<file path="config.mk">
export PLATFORM = sky130hd
export DESIGN_NAME = dapp_top
export DESIGN_NICKNAME = d
export VERILOG_FILES = /design/src/rtl/dapp_pkg.sv /design/src/rtl/dapp_top.sv
export VERILOG_INCLUDE_DIRS = /design/src /design/src/rtl
export SDC_FILE = /design/constraint.sdc
export NUM_CORES = 1
export LEC_CHECK = 0
export BUFFER_PORTS_ARGS = -buffer_cell sky130_fd_sc_hd__buf_2
export CAP_MARGIN = 20
export CORE_ASPECT_RATIO = 0.5
export CORE_MARGIN = 2
export CORE_UTILIZATION = 60
export CTS_BUF_LIST = sky130_fd_sc_hd__clkbuf_4
export CTS_CLUSTER_DIAMETER = 80
export CTS_CLUSTER_SIZE = 25
export DETAILED_ROUTE_END_ITERATION = 10
export PLACE_DENSITY = 0.77
export REMOVE_ABC_BUFFERS = 1
export SYNTH_ARGS = -nofsm -noshare
export SYNTH_HDL_FRONTEND = slang
export SYNTH_HIERARCHICAL = 1
export SYNTH_SLANG_ARGS = --single-unit
</file>
<file path="constraint.sdc">
create_clock -name CLK_I -period 13.3 [get_ports CLK_I]
set_clock_uncertainty 0.1 [all_clocks]
set_input_delay 1.33 -clock CLK_I [delete_from_list [all_inputs] [get_ports CLK_I]]
set_output_delay 1.33 -clock CLK_I [all_outputs]
set_load 0.02 [all_outputs]
</file>
<file path="src/rtl/dapp_defines.svh">
/*
  Constants for the DDR2 address mapper and page policy block: queue depths,
  address field sizes and register-space select codes.
  Assumes inclusion by bare name from the package and the design file.
*/
`ifndef DAPP_DEFINES_SVH
`define DAPP_DEFINES_SVH

// ---------------------------------------------------------------
// queue depths (entries)
// ---------------------------------------------------------------
`define DAPP_CMD_DEPTH 7
`define DAPP_WR_DEPTH 7
`define DAPP_RD_DEPTH 17

// ---------------------------------------------------------------
// address field sizes
// ---------------------------------------------------------------
`define DAPP_ROW_BITS 14
`define DAPP_BASE_COL_BITS 8
`define DAPP_MAX_COL_BITS 11
`define DAPP_BANK_SLOTS 16
`define DAPP_DATA_BITS 16

// ---------------------------------------------------------------
// register within the reg_sel space picked by address bit 1 on the shared port
// ---------------------------------------------------------------
`define DAPP_REG_SEL_BIT 1
`define DAPP_REG_SCRATCH 1'h0
`define DAPP_REG_STATUS 1'h1

`endif

</file>
<file path="src/rtl/dapp_pkg.sv">
/*
  Types shared by the DDR2 address mapper and page policy block.
  Assumes dapp_defines.svh is on the include path.
*/
`include "dapp_defines.svh"

package dapp_pkg;

  typedef enum logic [1:0] {
    MC_ACT = 2'h0,
    MC_PRE = 2'h1,
    MC_RD = 2'h2,
    MC_WR = 2'h3
  } dapp_mem_cmd_type;

  typedef enum logic {
    ST_IDLE = 1'b0,
    ST_RUN = 1'b1
  } dapp_state_type;

  typedef struct packed {
    logic [31:0] addr;
    logic is_write;
    logic reg_sel;
    logic byte_acc;
  } dapp_req_type;

endpackage

</file>
<file path="src/rtl/dapp_top.sv">
/*
  DDR2 address mapper, open-page tracker and request queues for 16-bit memory.
  Assumes a memory PHY on the same clock that takes one command per handshake
  and returns read data only for reads it was given, in order.
*/
`timescale 1ns/1ps
`default_nettype none
`include "dapp_defines.svh"

// ---------------------------------------------------------------
// queue used for commands, write data and read data
// ---------------------------------------------------------------
module dapp_fifo #(
  parameter int W = 8,
  parameter int D = 4
) (
  input wire logic clk_i,
  input wire logic rst_n_i,
  input wire logic in_valid_i,
  output logic in_ready_o,
  input wire logic [W-1:0] in_data_i,
  output logic out_valid_o,
  input wire logic out_ready_i,
  output logic [W-1:0] out_data_o,
  output logic [$clog2(D+1)-1:0] count_o
);
  localparam int AW = $clog2(D);
  localparam int CW = $clog2(D+1);
  logic [W-1:0] mem_q [D];
  logic [AW-1:0] wr_q;
  logic [AW-1:0] rd_q;
  logic [CW-1:0] cnt_q;
  logic push;
  logic pop;

  assign in_ready_o = cnt_q != CW'(D);
  assign out_valid_o = cnt_q != '0;
  assign push = in_valid_i & in_ready_o;
  assign pop = out_valid_o & out_ready_i;
  assign out_data_o = mem_q[rd_q];
  assign count_o = cnt_q;

  always_ff @(posedge clk_i) begin
    if (push) begin
      mem_q[wr_q] <= in_data_i;
    end
  end

  always_ff @(posedge clk_i) begin
    if (!rst_n_i) begin
      wr_q <= '0;
      rd_q <= '0;
      cnt_q <= '0;
    end else begin
      if (push) begin
        wr_q <= (wr_q == AW'(D-1)) ? '0 : wr_q + 1'b1;
      end
      if (pop) begin
        rd_q <= (rd_q == AW'(D-1)) ? '0 : rd_q + 1'b1;
      end
      cnt_q <= cnt_q + CW'(push) - CW'(pop);
    end
  end
endmodule

// ---------------------------------------------------------------
// top level
// ---------------------------------------------------------------
module dapp_top
  import dapp_pkg::*;
(
  input wire logic CLK_I,
  input wire logic RST_N_I,
  input wire logic DUAL_CHIP_SELECT_EN_I,
  input wire logic [1:0] INTERNAL_BANK_COUNT_I,
  input wire logic [1:0] PAGE_SIZE_CODE_I,
  input wire logic CMD_VALID_I,
  output logic CMD_READY_O,
  input wire dapp_req_type CMD_REQ_I,
  input wire logic WDATA_VALID_I,
  output logic WDATA_READY_O,
  input wire logic [`DAPP_DATA_BITS-1:0] WDATA_I,
  output logic RDATA_VALID_O,
  input wire logic RDATA_READY_I,
  output logic [`DAPP_DATA_BITS-1:0] RDATA_O,
  output logic MEM_CMD_VALID_O,
  input wire logic MEM_CMD_READY_I,
  output dapp_mem_cmd_type MEM_CMD_O,
  output logic [2:0] MEM_BANK_O,
  output logic [`DAPP_ROW_BITS-1:0] MEM_ADDR_O,
  output logic [1:0] MEM_CS_N_O,
  output logic [1:0] MEM_BYTE_MASK_O,
  output logic [`DAPP_DATA_BITS-1:0] MEM_WDATA_O,
  input wire logic MEM_RDATA_VALID_I,
  input wire logic [`DAPP_DATA_BITS-1:0] MEM_RDATA_I,
  output logic [4:0] OPEN_BANK_COUNT_O
);
  localparam int RW = `DAPP_ROW_BITS;
  localparam int DW = `DAPP_DATA_BITS;
  localparam int QW = $bits(dapp_req_type);

  dapp_state_type state_q;
  dapp_req_type head;
  logic head_valid;
  logic head_pop;
  logic [DW-1:0] wd_head;
  logic wd_valid;
  logic wd_pop;
  logic rd_push;
  logic [DW-1:0] rd_push_data;
  logic rd_in_ready;
  logic [4:0] rd_cnt;
  logic [4:0] rd_out_q;
  logic [15:0] open_q;
  logic [RW-1:0] row_q [`DAPP_BANK_SLOTS];
  logic [DW-1:0] scratch_q;
  logic reg_rd;
  logic reg_wr;
  // decoded fields of the request at the queue head
  logic [30:0] s_col;
  logic [30:0] s_bank;
  logic [30:0] s_cs;
  logic [10:0] col_d;
  logic [2:0] bank_d;
  logic cs_d;
  logic [RW-1:0] row_d;
  // latched request being worked on
  logic [10:0] col_q;
  logic [2:0] bank_q;
  logic cs_q;
  logic [RW-1:0] row_q_req;
  logic wr_q;
  logic byte_q;
  logic lsb_q;
  logic [3:0] slot;
  logic can_emit;
  logic rd_room;
  logic need_pre;
  logic need_act;
  logic go_col;

  // ---------------------------------------------------------------
  // queues, each on its own path
  // ---------------------------------------------------------------
  dapp_fifo #(.W(QW), .D(`DAPP_CMD_DEPTH)) u_cmd_q (
    .clk_i(CLK_I),
    .rst_n_i(RST_N_I),
    .in_valid_i(CMD_VALID_I),
    .in_ready_o(CMD_READY_O),
    .in_data_i(CMD_REQ_I),
    .out_valid_o(head_valid),
    .out_ready_i(head_pop),
    .out_data_o(head),
    .count_o()
  );

  dapp_fifo #(.W(DW), .D(`DAPP_WR_DEPTH)) u_wr_q (
    .clk_i(CLK_I),
    .rst_n_i(RST_N_I),
    .in_valid_i(WDATA_VALID_I),
    .in_ready_o(WDATA_READY_O),
    .in_data_i(WDATA_I),
    .out_valid_o(wd_valid),
    .out_ready_i(wd_pop),
    .out_data_o(wd_head),
    .count_o()
  );

  dapp_fifo #(.W(DW), .D(`DAPP_RD_DEPTH)) u_rd_q (
    .clk_i(CLK_I),
    .rst_n_i(RST_N_I),
    .in_valid_i(rd_push),
    .in_ready_o(rd_in_ready),
    .in_data_i(rd_push_data),
    .out_valid_o(RDATA_VALID_O),
    .out_ready_i(RDATA_READY_I),
    .out_data_o(RDATA_O),
    .count_o(rd_cnt)
  );

  // ---------------------------------------------------------------
  // logical address to column, bank, select and row
  // ---------------------------------------------------------------
  // column sits lowest so a linear walk fills a page, then the next bank,
  // then the other device, before the row moves on
  always_comb begin
    s_col = head.addr[31:1];
    col_d = s_col[10:0] & (11'h7FF >> (2'h3 - PAGE_SIZE_CODE_I));
    s_bank = s_col >> (4'h8 + {2'h0, PAGE_SIZE_CODE_I});
    bank_d = s_bank[2:0] & (3'h7 >> (2'h3 - INTERNAL_BANK_COUNT_I));
    s_cs = s_bank >> INTERNAL_BANK_COUNT_I;
    cs_d = DUAL_CHIP_SELECT_EN_I & s_cs[0];
    row_d = DUAL_CHIP_SELECT_EN_I ? s_cs[RW:1] : s_cs[RW-1:0];
    if (DUAL_CHIP_SELECT_EN_I && INTERNAL_BANK_COUNT_I == 2'h3 &&
        PAGE_SIZE_CODE_I == 2'h3) begin
      row_d = {1'b0, s_cs[RW-1:1]};
    end
  end

  // ---------------------------------------------------------------
  // request sequencing
  // ---------------------------------------------------------------
  assign slot = {cs_q, bank_q};
  assign can_emit = !MEM_CMD_VALID_O || MEM_CMD_READY_I;
  // a read is only sent when its data is sure to find a queue slot
  assign rd_room = ({1'b0, rd_out_q} + {1'b0, rd_cnt}) < 6'(`DAPP_RD_DEPTH);
  assign need_pre = open_q[slot] && row_q[slot] != row_q_req;
  assign need_act = !open_q[slot];
  assign go_col = state_q == ST_RUN && can_emit && !need_pre && !need_act &&
                  (wr_q ? wd_valid : rd_room);
  // register access shares the request port with memory traffic
  assign reg_rd = state_q == ST_IDLE && head_valid && head.reg_sel &&
                  !head.is_write && rd_out_q == 5'h0 && rd_in_ready;
  assign reg_wr = state_q == ST_IDLE && head_valid && head.reg_sel &&
                  head.is_write && wd_valid;
  assign head_pop = reg_rd || reg_wr ||
                    (state_q == ST_IDLE && head_valid && !head.reg_sel);
  assign wd_pop = reg_wr || (go_col && wr_q);
  // no memory read is outstanding when a register read pushes
  assign rd_push = MEM_RDATA_VALID_I || reg_rd;
  assign rd_push_data = MEM_RDATA_VALID_I ? MEM_RDATA_I :
                        (head.addr[`DAPP_REG_SEL_BIT] == `DAPP_REG_STATUS) ?
                        {11'h000, OPEN_BANK_COUNT_O} : scratch_q;

  always_ff @(posedge CLK_I) begin
    if (!RST_N_I) begin
      state_q <= ST_IDLE;
    end else if (state_q == ST_IDLE) begin
      if (head_valid && !head.reg_sel) begin
        state_q <= ST_RUN;
      end
    end else if (go_col) begin
      state_q <= ST_IDLE;
    end
  end

  always_ff @(posedge CLK_I) begin
    if (!RST_N_I) begin
      col_q <= 11'h000;
      bank_q <= 3'h0;
      cs_q <= 1'b0;
      row_q_req <= '0;
      wr_q <= 1'b0;
      byte_q <= 1'b0;
      lsb_q <= 1'b0;
    end else if (state_q == ST_IDLE && head_valid && !head.reg_sel) begin
      col_q <= col_d;
      bank_q <= bank_d;
      cs_q <= cs_d;
      row_q_req <= row_d;
      wr_q <= head.is_write;
      byte_q <= head.byte_acc;
      lsb_q <= head.addr[0];
    end
  end

  always_ff @(posedge CLK_I) begin
    if (!RST_N_I) begin
      scratch_q <= 16'h0000;
    end else if (reg_wr && head.addr[`DAPP_REG_SEL_BIT] == `DAPP_REG_SCRATCH) begin
      scratch_q <= wd_head;
    end
  end

  // ---------------------------------------------------------------
  // open page table
  // ---------------------------------------------------------------
  // rows are closed only on a miss, never at the end of an access
  always_ff @(posedge CLK_I) begin
    if (!RST_N_I) begin
      open_q <= 16'h0000;
    end else if (state_q == ST_RUN && can_emit) begin
      if (need_pre) begin
        open_q[slot] <= 1'b0;
      end else if (need_act) begin
        open_q[slot] <= 1'b1;
      end
    end
  end

  always_ff @(posedge CLK_I) begin
    if (state_q == ST_RUN && can_emit && !need_pre && need_act) begin
      row_q[slot] <= row_q_req;
    end
  end

  always_comb begin
    OPEN_BANK_COUNT_O = 5'h00;
    for (int i = 0; i < `DAPP_BANK_SLOTS; i++) begin
      OPEN_BANK_COUNT_O = OPEN_BANK_COUNT_O + {4'h0, open_q[i]};
    end
  end

  always_ff @(posedge CLK_I) begin
    if (!RST_N_I) begin
      rd_out_q <= 5'h00;
    end else begin
      rd_out_q <= rd_out_q + {4'h0, go_col && !wr_q} - {4'h0, MEM_RDATA_VALID_I};
    end
  end

  // ---------------------------------------------------------------
  // memory command output register
  // ---------------------------------------------------------------
  always_ff @(posedge CLK_I) begin
    if (!RST_N_I) begin
      MEM_CMD_VALID_O <= 1'b0;
      MEM_CMD_O <= MC_ACT;
      MEM_BANK_O <= 3'h0;
      MEM_ADDR_O <= '0;
      MEM_CS_N_O <= 2'h3;
      MEM_BYTE_MASK_O <= 2'h0;
      MEM_WDATA_O <= 16'h0000;
    end else if (can_emit) begin
      MEM_CMD_VALID_O <= state_q == ST_RUN && (need_pre || need_act || go_col);
      MEM_BANK_O <= bank_q;
      MEM_CS_N_O <= cs_q ? 2'h1 : 2'h2;
      if (need_pre) begin
        MEM_CMD_O <= MC_PRE;
        MEM_ADDR_O <= '0;
      end else if (need_act) begin
        MEM_CMD_O <= MC_ACT;
        MEM_ADDR_O <= row_q_req;
      end else begin
        MEM_CMD_O <= wr_q ? MC_WR : MC_RD;
        MEM_ADDR_O <= {3'h0, col_q};
        // data is passed unshifted in its lane; a byte access masks the unused lane
        MEM_BYTE_MASK_O <= byte_q ? (lsb_q ? 2'h1 : 2'h2) : 2'h0;
        MEM_WDATA_O <= wd_head;
      end
    end
  end
endmodule

`default_nettype wire

</file>
==> metrics.cfg, run 1 <==
[yosys]
syn-cell-area_um2 = 41000
syn_inst = 2629
avgSynthCellArea_um2 = 15.6
yosysWarnings = 6

[worst_setup_path]
cp.arrival_ps = 4480
critPathMaxFanout = 3
cp-end-kind = primary output
startpoint_type = register
max_stage_delay_ps = 560
critical_path.top_delay_family = adder cells
cpMostUsedCell = fa_1
required_ps = 11870
path_class = register to primary output
crit_chain = inv_1 -> fa_1 -> fa_1 -> fa_1 -> fa_1 -> inv_1 -> ha_1 -> inv_1 -> fa_1 -> nor2b_1 -> o21a_1 -> buf_2
crit_slowest_cell = fa_1
critPathBufInv = 4

[global_routing]
grt_util_all_layers = 0.245
grt_pass1_wl_um = 131000
grt_max_degree = 103
overflow = 0
antenna_found_initial = 8
grt_pass1_vias = 22200

[clocking]
path_clk_slew_ps = 240
cts_resized = 0
postCtsSetupBuffers = 0
hold_buffers = 0
numCtsBuffers = 45
htree_levels = 2
clock_latency_ps = 900
cts_sinks = 990
clk_path_buf_depth = 3
cts-root-buf = clkbuf_4
cts_tree = built

[power_and_ir_drop]
p_total_mw = 6.50
peakVddDrop_v = 0.000102
p_per_area_nw_per_um2 = 150
p_leak_nw = 14.3

[sta]
tns_ps = 0
finalCritPeriodShare = 0.445
rsz0062_at_grt = no
whs_ps = 372
setup_viol = 0
hold_viol = 0
finalCriticalPeriod_ps = 5910
worst_pin_slew_ps = 1040
fmax_mhz = 169
relSlewSlack = 0.304
final_max_slew_viol_count = 0
timing.final.ws_setup_ps = 7390

[finish]
area.growth.synth_to_final_pct = 5.59
drive_gt1_frac = 0.176
nets = 2865

[drt]
ant_nets = 0
route.detailed.vias_per_inst = 6.09
route.vias.total = 22400
wirelength_um = 86200
dr.pass1.iters = 7
drt-initial-drc-count = 2181
wl_per_cell_um = 23.4
drc = 0

[placement]
gp_congestion = 0.849
dpl.hpwl_um = 52500
dp_slack_ps = 7510
numPortBuffers = 139

[floorplan]
pin_count = 143
die_area_um2 = 70600
row_count = 67
die_h_um = 189
coreArea_um2 = 67200
initial_core_util = 0.610
die_x_um = 374

[run_status]
outcome = finished clean

[hold_path]
hp-class = register to register

[flow_run]
drv_cap = 0

-- placed cells by master (no fill, tap or decap), types with 60 or more instances in the layout --
cell	n
o22ai_1	70
buf_2	138
o21ai_0	102
nand2_1	261
inv_1	60
a21o_1	69
dfxtp_1	150
mux2i_1	261
buf_4	85
mux4_2	115
edfxtp_1	832
clkbuf_4	82
nor2_1	80
-- where the power goes --
part | switching, mW | internal [mW] | total [mW]
clock network | 0.834 | 0.275 | 1.11
logic | 0.958 | 0.636 | 1.59
registers | 0.177 | 3.62 | 3.80
total | 1.97 | 4.54 | 6.50
-- layout make-up --
cell class | count | area (µm²)
Fill cell | 4779 | 24000
Sequential cell | 990 | 28200
Clock inverter | 2 | 15.0
Clock buffer | 82 | 616
Inverter | 60 | 225
Timing Repair Buffer | 225 | 1350
Tap cell | 897 | 1120
Multi-Input combinational cell | 1417 | 11800
Antenna cell | 6 | 15.0
-- sequential cells by signal, summed over array words and instances, names as in the netlist, 11 cells and up, named ones only --
name / count
u_cmd_q/mem_q: 224
u_rd_q/mem_q: 272
u_wr_q/mem_q: 112
MEM_WDATA_O: 16
row_q_req: 14
MEM_ADDR_O: 14
row_q: 224
col_q: 11
scratch_q: 16
-- per-layer routing --
layer,part of all wire,GRT usage
met5,0.00046,0
met4,0.018,0.0547
met3,0.069,0.0382
met2,0.49,0.408
met1,0.42,0.345
-- path summary, 6_finish.rpt --
kind | start | endpoint | slack (ps) | cells after the start
worst max-delay path | register | OPEN_BANK_COUNT_O[4] | 7390 | 12
worst min-delay path | col_q[1] | MEM_ADDR_O[1] | 370 | 2
worst max register to register | register | u_wr_q/count_o[2] | 7540 | 16
worst min register to register | col_q[1] | MEM_ADDR_O[1] | 370 | 2
-- worst min-delay path: stages (launching register included) --
cell,delay (ps)
dfxtp_1,370
nand2_1,50
o21ai_1,50
-- through the flow --
stage / util / cell area, µm² / cells
2_1_floorplan: - / 40100 / 2467
3_3_place_gp: 0.634 / 42600 / 3586
3_5_place_dp: 0.634 / 42600 / 3587
4_1_cts: 0.643 / 43200 / 3671
5_1_grt: 0.644 / 43300 / 3677
6_report: 0.644 / 43300 / 3679
No activity file was read; power rests on OpenSTA's default activity.
==> run 2: changes to the inputs <==
Settings changed: CORE_UTILIZATION 60 to 58, PLACE_DENSITY 0.77 to 0.78.
Clock period 13.3 ns to 5.2 ns, I/O delays scaled along.
==> run 2 against run 1 <==
  * Sequential cell count is the same
  * First-iteration DRC count grew 9.9%
  * Register-to-register slack got worse by 7300 ps
  * Cell count increased by 4.2%
  * Hold slack lost 160 ps
  * Combinational power grew to 2.6 times the previous value
  * Largest cell class unchanged
  * Critical path depth unchanged
  * Non-clock buffer count up 106
  * Final area increased by 2.8%
  * Sequential share of layout area shrank 1.8 points
  * Global-route usage up 0.38 points
==> metrics.cfg, run 2 (synthesis gave the netlist of run 1 again) <==
[worst_setup_path]
critPathMaxFanout = 2  ; was 3
cp.arrival_ps = 4480  ; about the same
path_class = register to primary output  ; unchanged
startpoint_type = register  ; unchanged
required_ps = 4580  ; was 11870 ps
cp-end-kind = primary output  ; unchanged

[hold_path]
hp-class = input pin to register  ; was register to register

[floorplan]
die_area_um2 = 72900  ; was 70600 µm²
row_count = 68  ; was 67
initial_core_util = 0.590  ; was 0.610
die_h_um = 192  ; was 189 µm
die_x_um = 380  ; was 374 µm
pin_count = 143  ; unchanged
coreArea_um2 = 69400  ; was 67200 µm²

[drt]
wl_met3_um = 7240  ; was 5980 µm
drt-initial-drc-count = 2398  ; was 2181
wl_per_cell_um = 23.8  ; was 23.4 µm
drc = 0  ; unchanged
ant_nets = 0  ; unchanged
wl_met1_um = 37600  ; was 36400 µm
dr.pass1.iters = 5  ; was 7
route.vias.total = 23400  ; was 22.4k
top_layer = met5  ; unchanged
wl_met2_um = 44400  ; was 42200 µm
route.detailed.vias_per_inst = 6.10  ; was 6.09
wirelength_um = 91300  ; was 86200 µm

[flow_run]
drv_cap = 0  ; unchanged

[sta]
timing.final.ws_setup_ps = 101  ; was 7390 ps
rsz0062_at_grt = yes  ; was no
worst_pin_slew_ps = 1010  ; was 1040 ps
tns_ps = 0  ; unchanged
relSlewSlack = 0.322  ; was 0.304
final_max_slew_viol_count = 0  ; unchanged
finalCritPeriodShare = 0.981
finalCriticalPeriod_ps = 5100
setup_viol = 0  ; unchanged
hold_viol = 0  ; unchanged
whs_ps = 213  ; was 372 ps
fmax_mhz = 196

[clocking]
htree_levels = 2  ; unchanged
cts_sinks = 990  ; unchanged
cts_tree = built  ; unchanged
numCtsBuffers = 46  ; was 45
clk_path_buf_depth = 3  ; unchanged
cts-root-buf = clkbuf_4  ; unchanged
clock_latency_ps = 990  ; was 900 ps
path_clk_slew_ps = 250  ; was 240 ps

[global_routing]
grt_max_degree = 91  ; was 103
antenna_found_initial = 4  ; was 8
overflow = 0  ; unchanged
grt_pass1_vias = 22700  ; was 22.2k
grt_util_all_layers = 0.248  ; was 0.245
grt_pass1_wl_um = 136000  ; was 131000 µm

[finish]
fin_util = 0.641  ; was 0.644
final_cell_mix = edfxtp_1, nand2_1, mux2i_1  ; unchanged
num-fill-cells = 4897  ; was 4779
area.growth.synth_to_final_pct = 8.56  ; was 5.59%
regMostFlops = u_rd_q/mem_q  ; unchanged
final_common_cell = edfxtp_1  ; unchanged
largest_reg_flops = 272  ; unchanged
top_regs = u_rd_q/mem_q (272), row_q (224), u_cmd_q/mem_q (224)  ; unchanged
drive_gt1_frac = 0.183  ; was 0.176
nets = 2972  ; was 2865

[placement]
dp_slack_ps = 347  ; was 7510 ps
gp_congestion = 0.873  ; was 0.849
dpl.hpwl_um = 56500  ; was 52500 µm
numPortBuffers = 139  ; unchanged

[run_status]
outcome = finished clean  ; unchanged

[power_and_ir_drop]
p_leak_nw = 14.9  ; was 14.3 nW
p_total_mw = 16.9  ; was 6.50 mW
peakVddDrop_v = 0.000213  ; was 0.000102 V
p_per_area_nw_per_um2 = 379  ; was 150 nW/µm²

==> run 2: final timing paths <==
kind | slack [ps] | cells after the start | startpoint | to
worst max-delay path | 100 | 12 | register | OPEN_BANK_COUNT_O[4]
worst min-delay path | 210 | 2 | CMD_REQ_I[31] | u_cmd_q/mem_q[2][31]
worst max register to register | 280 | 17 | register | u_wr_q/count_o[2]
worst min register to register | 380 | 2 | MEM_WDATA_O[5] | MEM_WDATA_O[5]
==> run 2: critical path: stages, from the launching register on <==
cell and delay, ps:
dfxtp_2 400, inv_2 40, fa_1 510, fa_2 600, fa_1 440, fa_1 430
inv_1 70, ha_2 180, inv_2 40, fa_2 360, nor2b_1 130, o21a_1 180
buf_6 130
==> run 2: routing by layer <==
layer  up-vias  GRT usage
met2       964      0.419
met5         -          0
met3       140     0.0353
met4         2     0.0650
met1     11800      0.344
li1      10500          -
==> run 2: area by class of cell <==
class	count	area [µm²]	share of cell area
Clock buffer	81	608	0.0137
Tap cell	945	1180	0.0266
Sequential cell	990	28200	0.633
Clock inverter	4	47.5	0.00107
Inverter	60	225	0.00506
Timing Repair Buffer	331	2470	0.0555
Antenna cell	5	12.5	0.000281
Multi-Input combinational cell	1417	11800	0.265
==> run 2: stage by stage <==
step	instances	area (µm²)
2_1_floorplan	2467	40100
3_3_place_gp	3653	42800
3_5_place_dp	3655	42900
4_1_cts	3812	44300
5_1_grt	3831	44500
6_report	3833	44500
==> run 2: power breakdown <==
part | switching [mW] | total (mW) | leakage, nW | internal, mW
combinational | 2.49 | 4.21 | 5.55 | 1.72
sequential | 0.498 | 9.77 | 8.91 | 9.27
clock | 2.19 | 2.90 | 0.397 | 0.709
total | 5.18 | 16.9 | 14.9 | 11.7
==> run 2: repair_timing <==
item | in CTS | in global routing
setup endpoints to repair | 3 | 4
buffers inserted | 0 | 2
hold endpoints to repair | 574 | 82
pin swaps | 2 | 7
gates cloned | 0 | 0
hold buffers | 72 | 6
gates resized for setup | 6 | 11
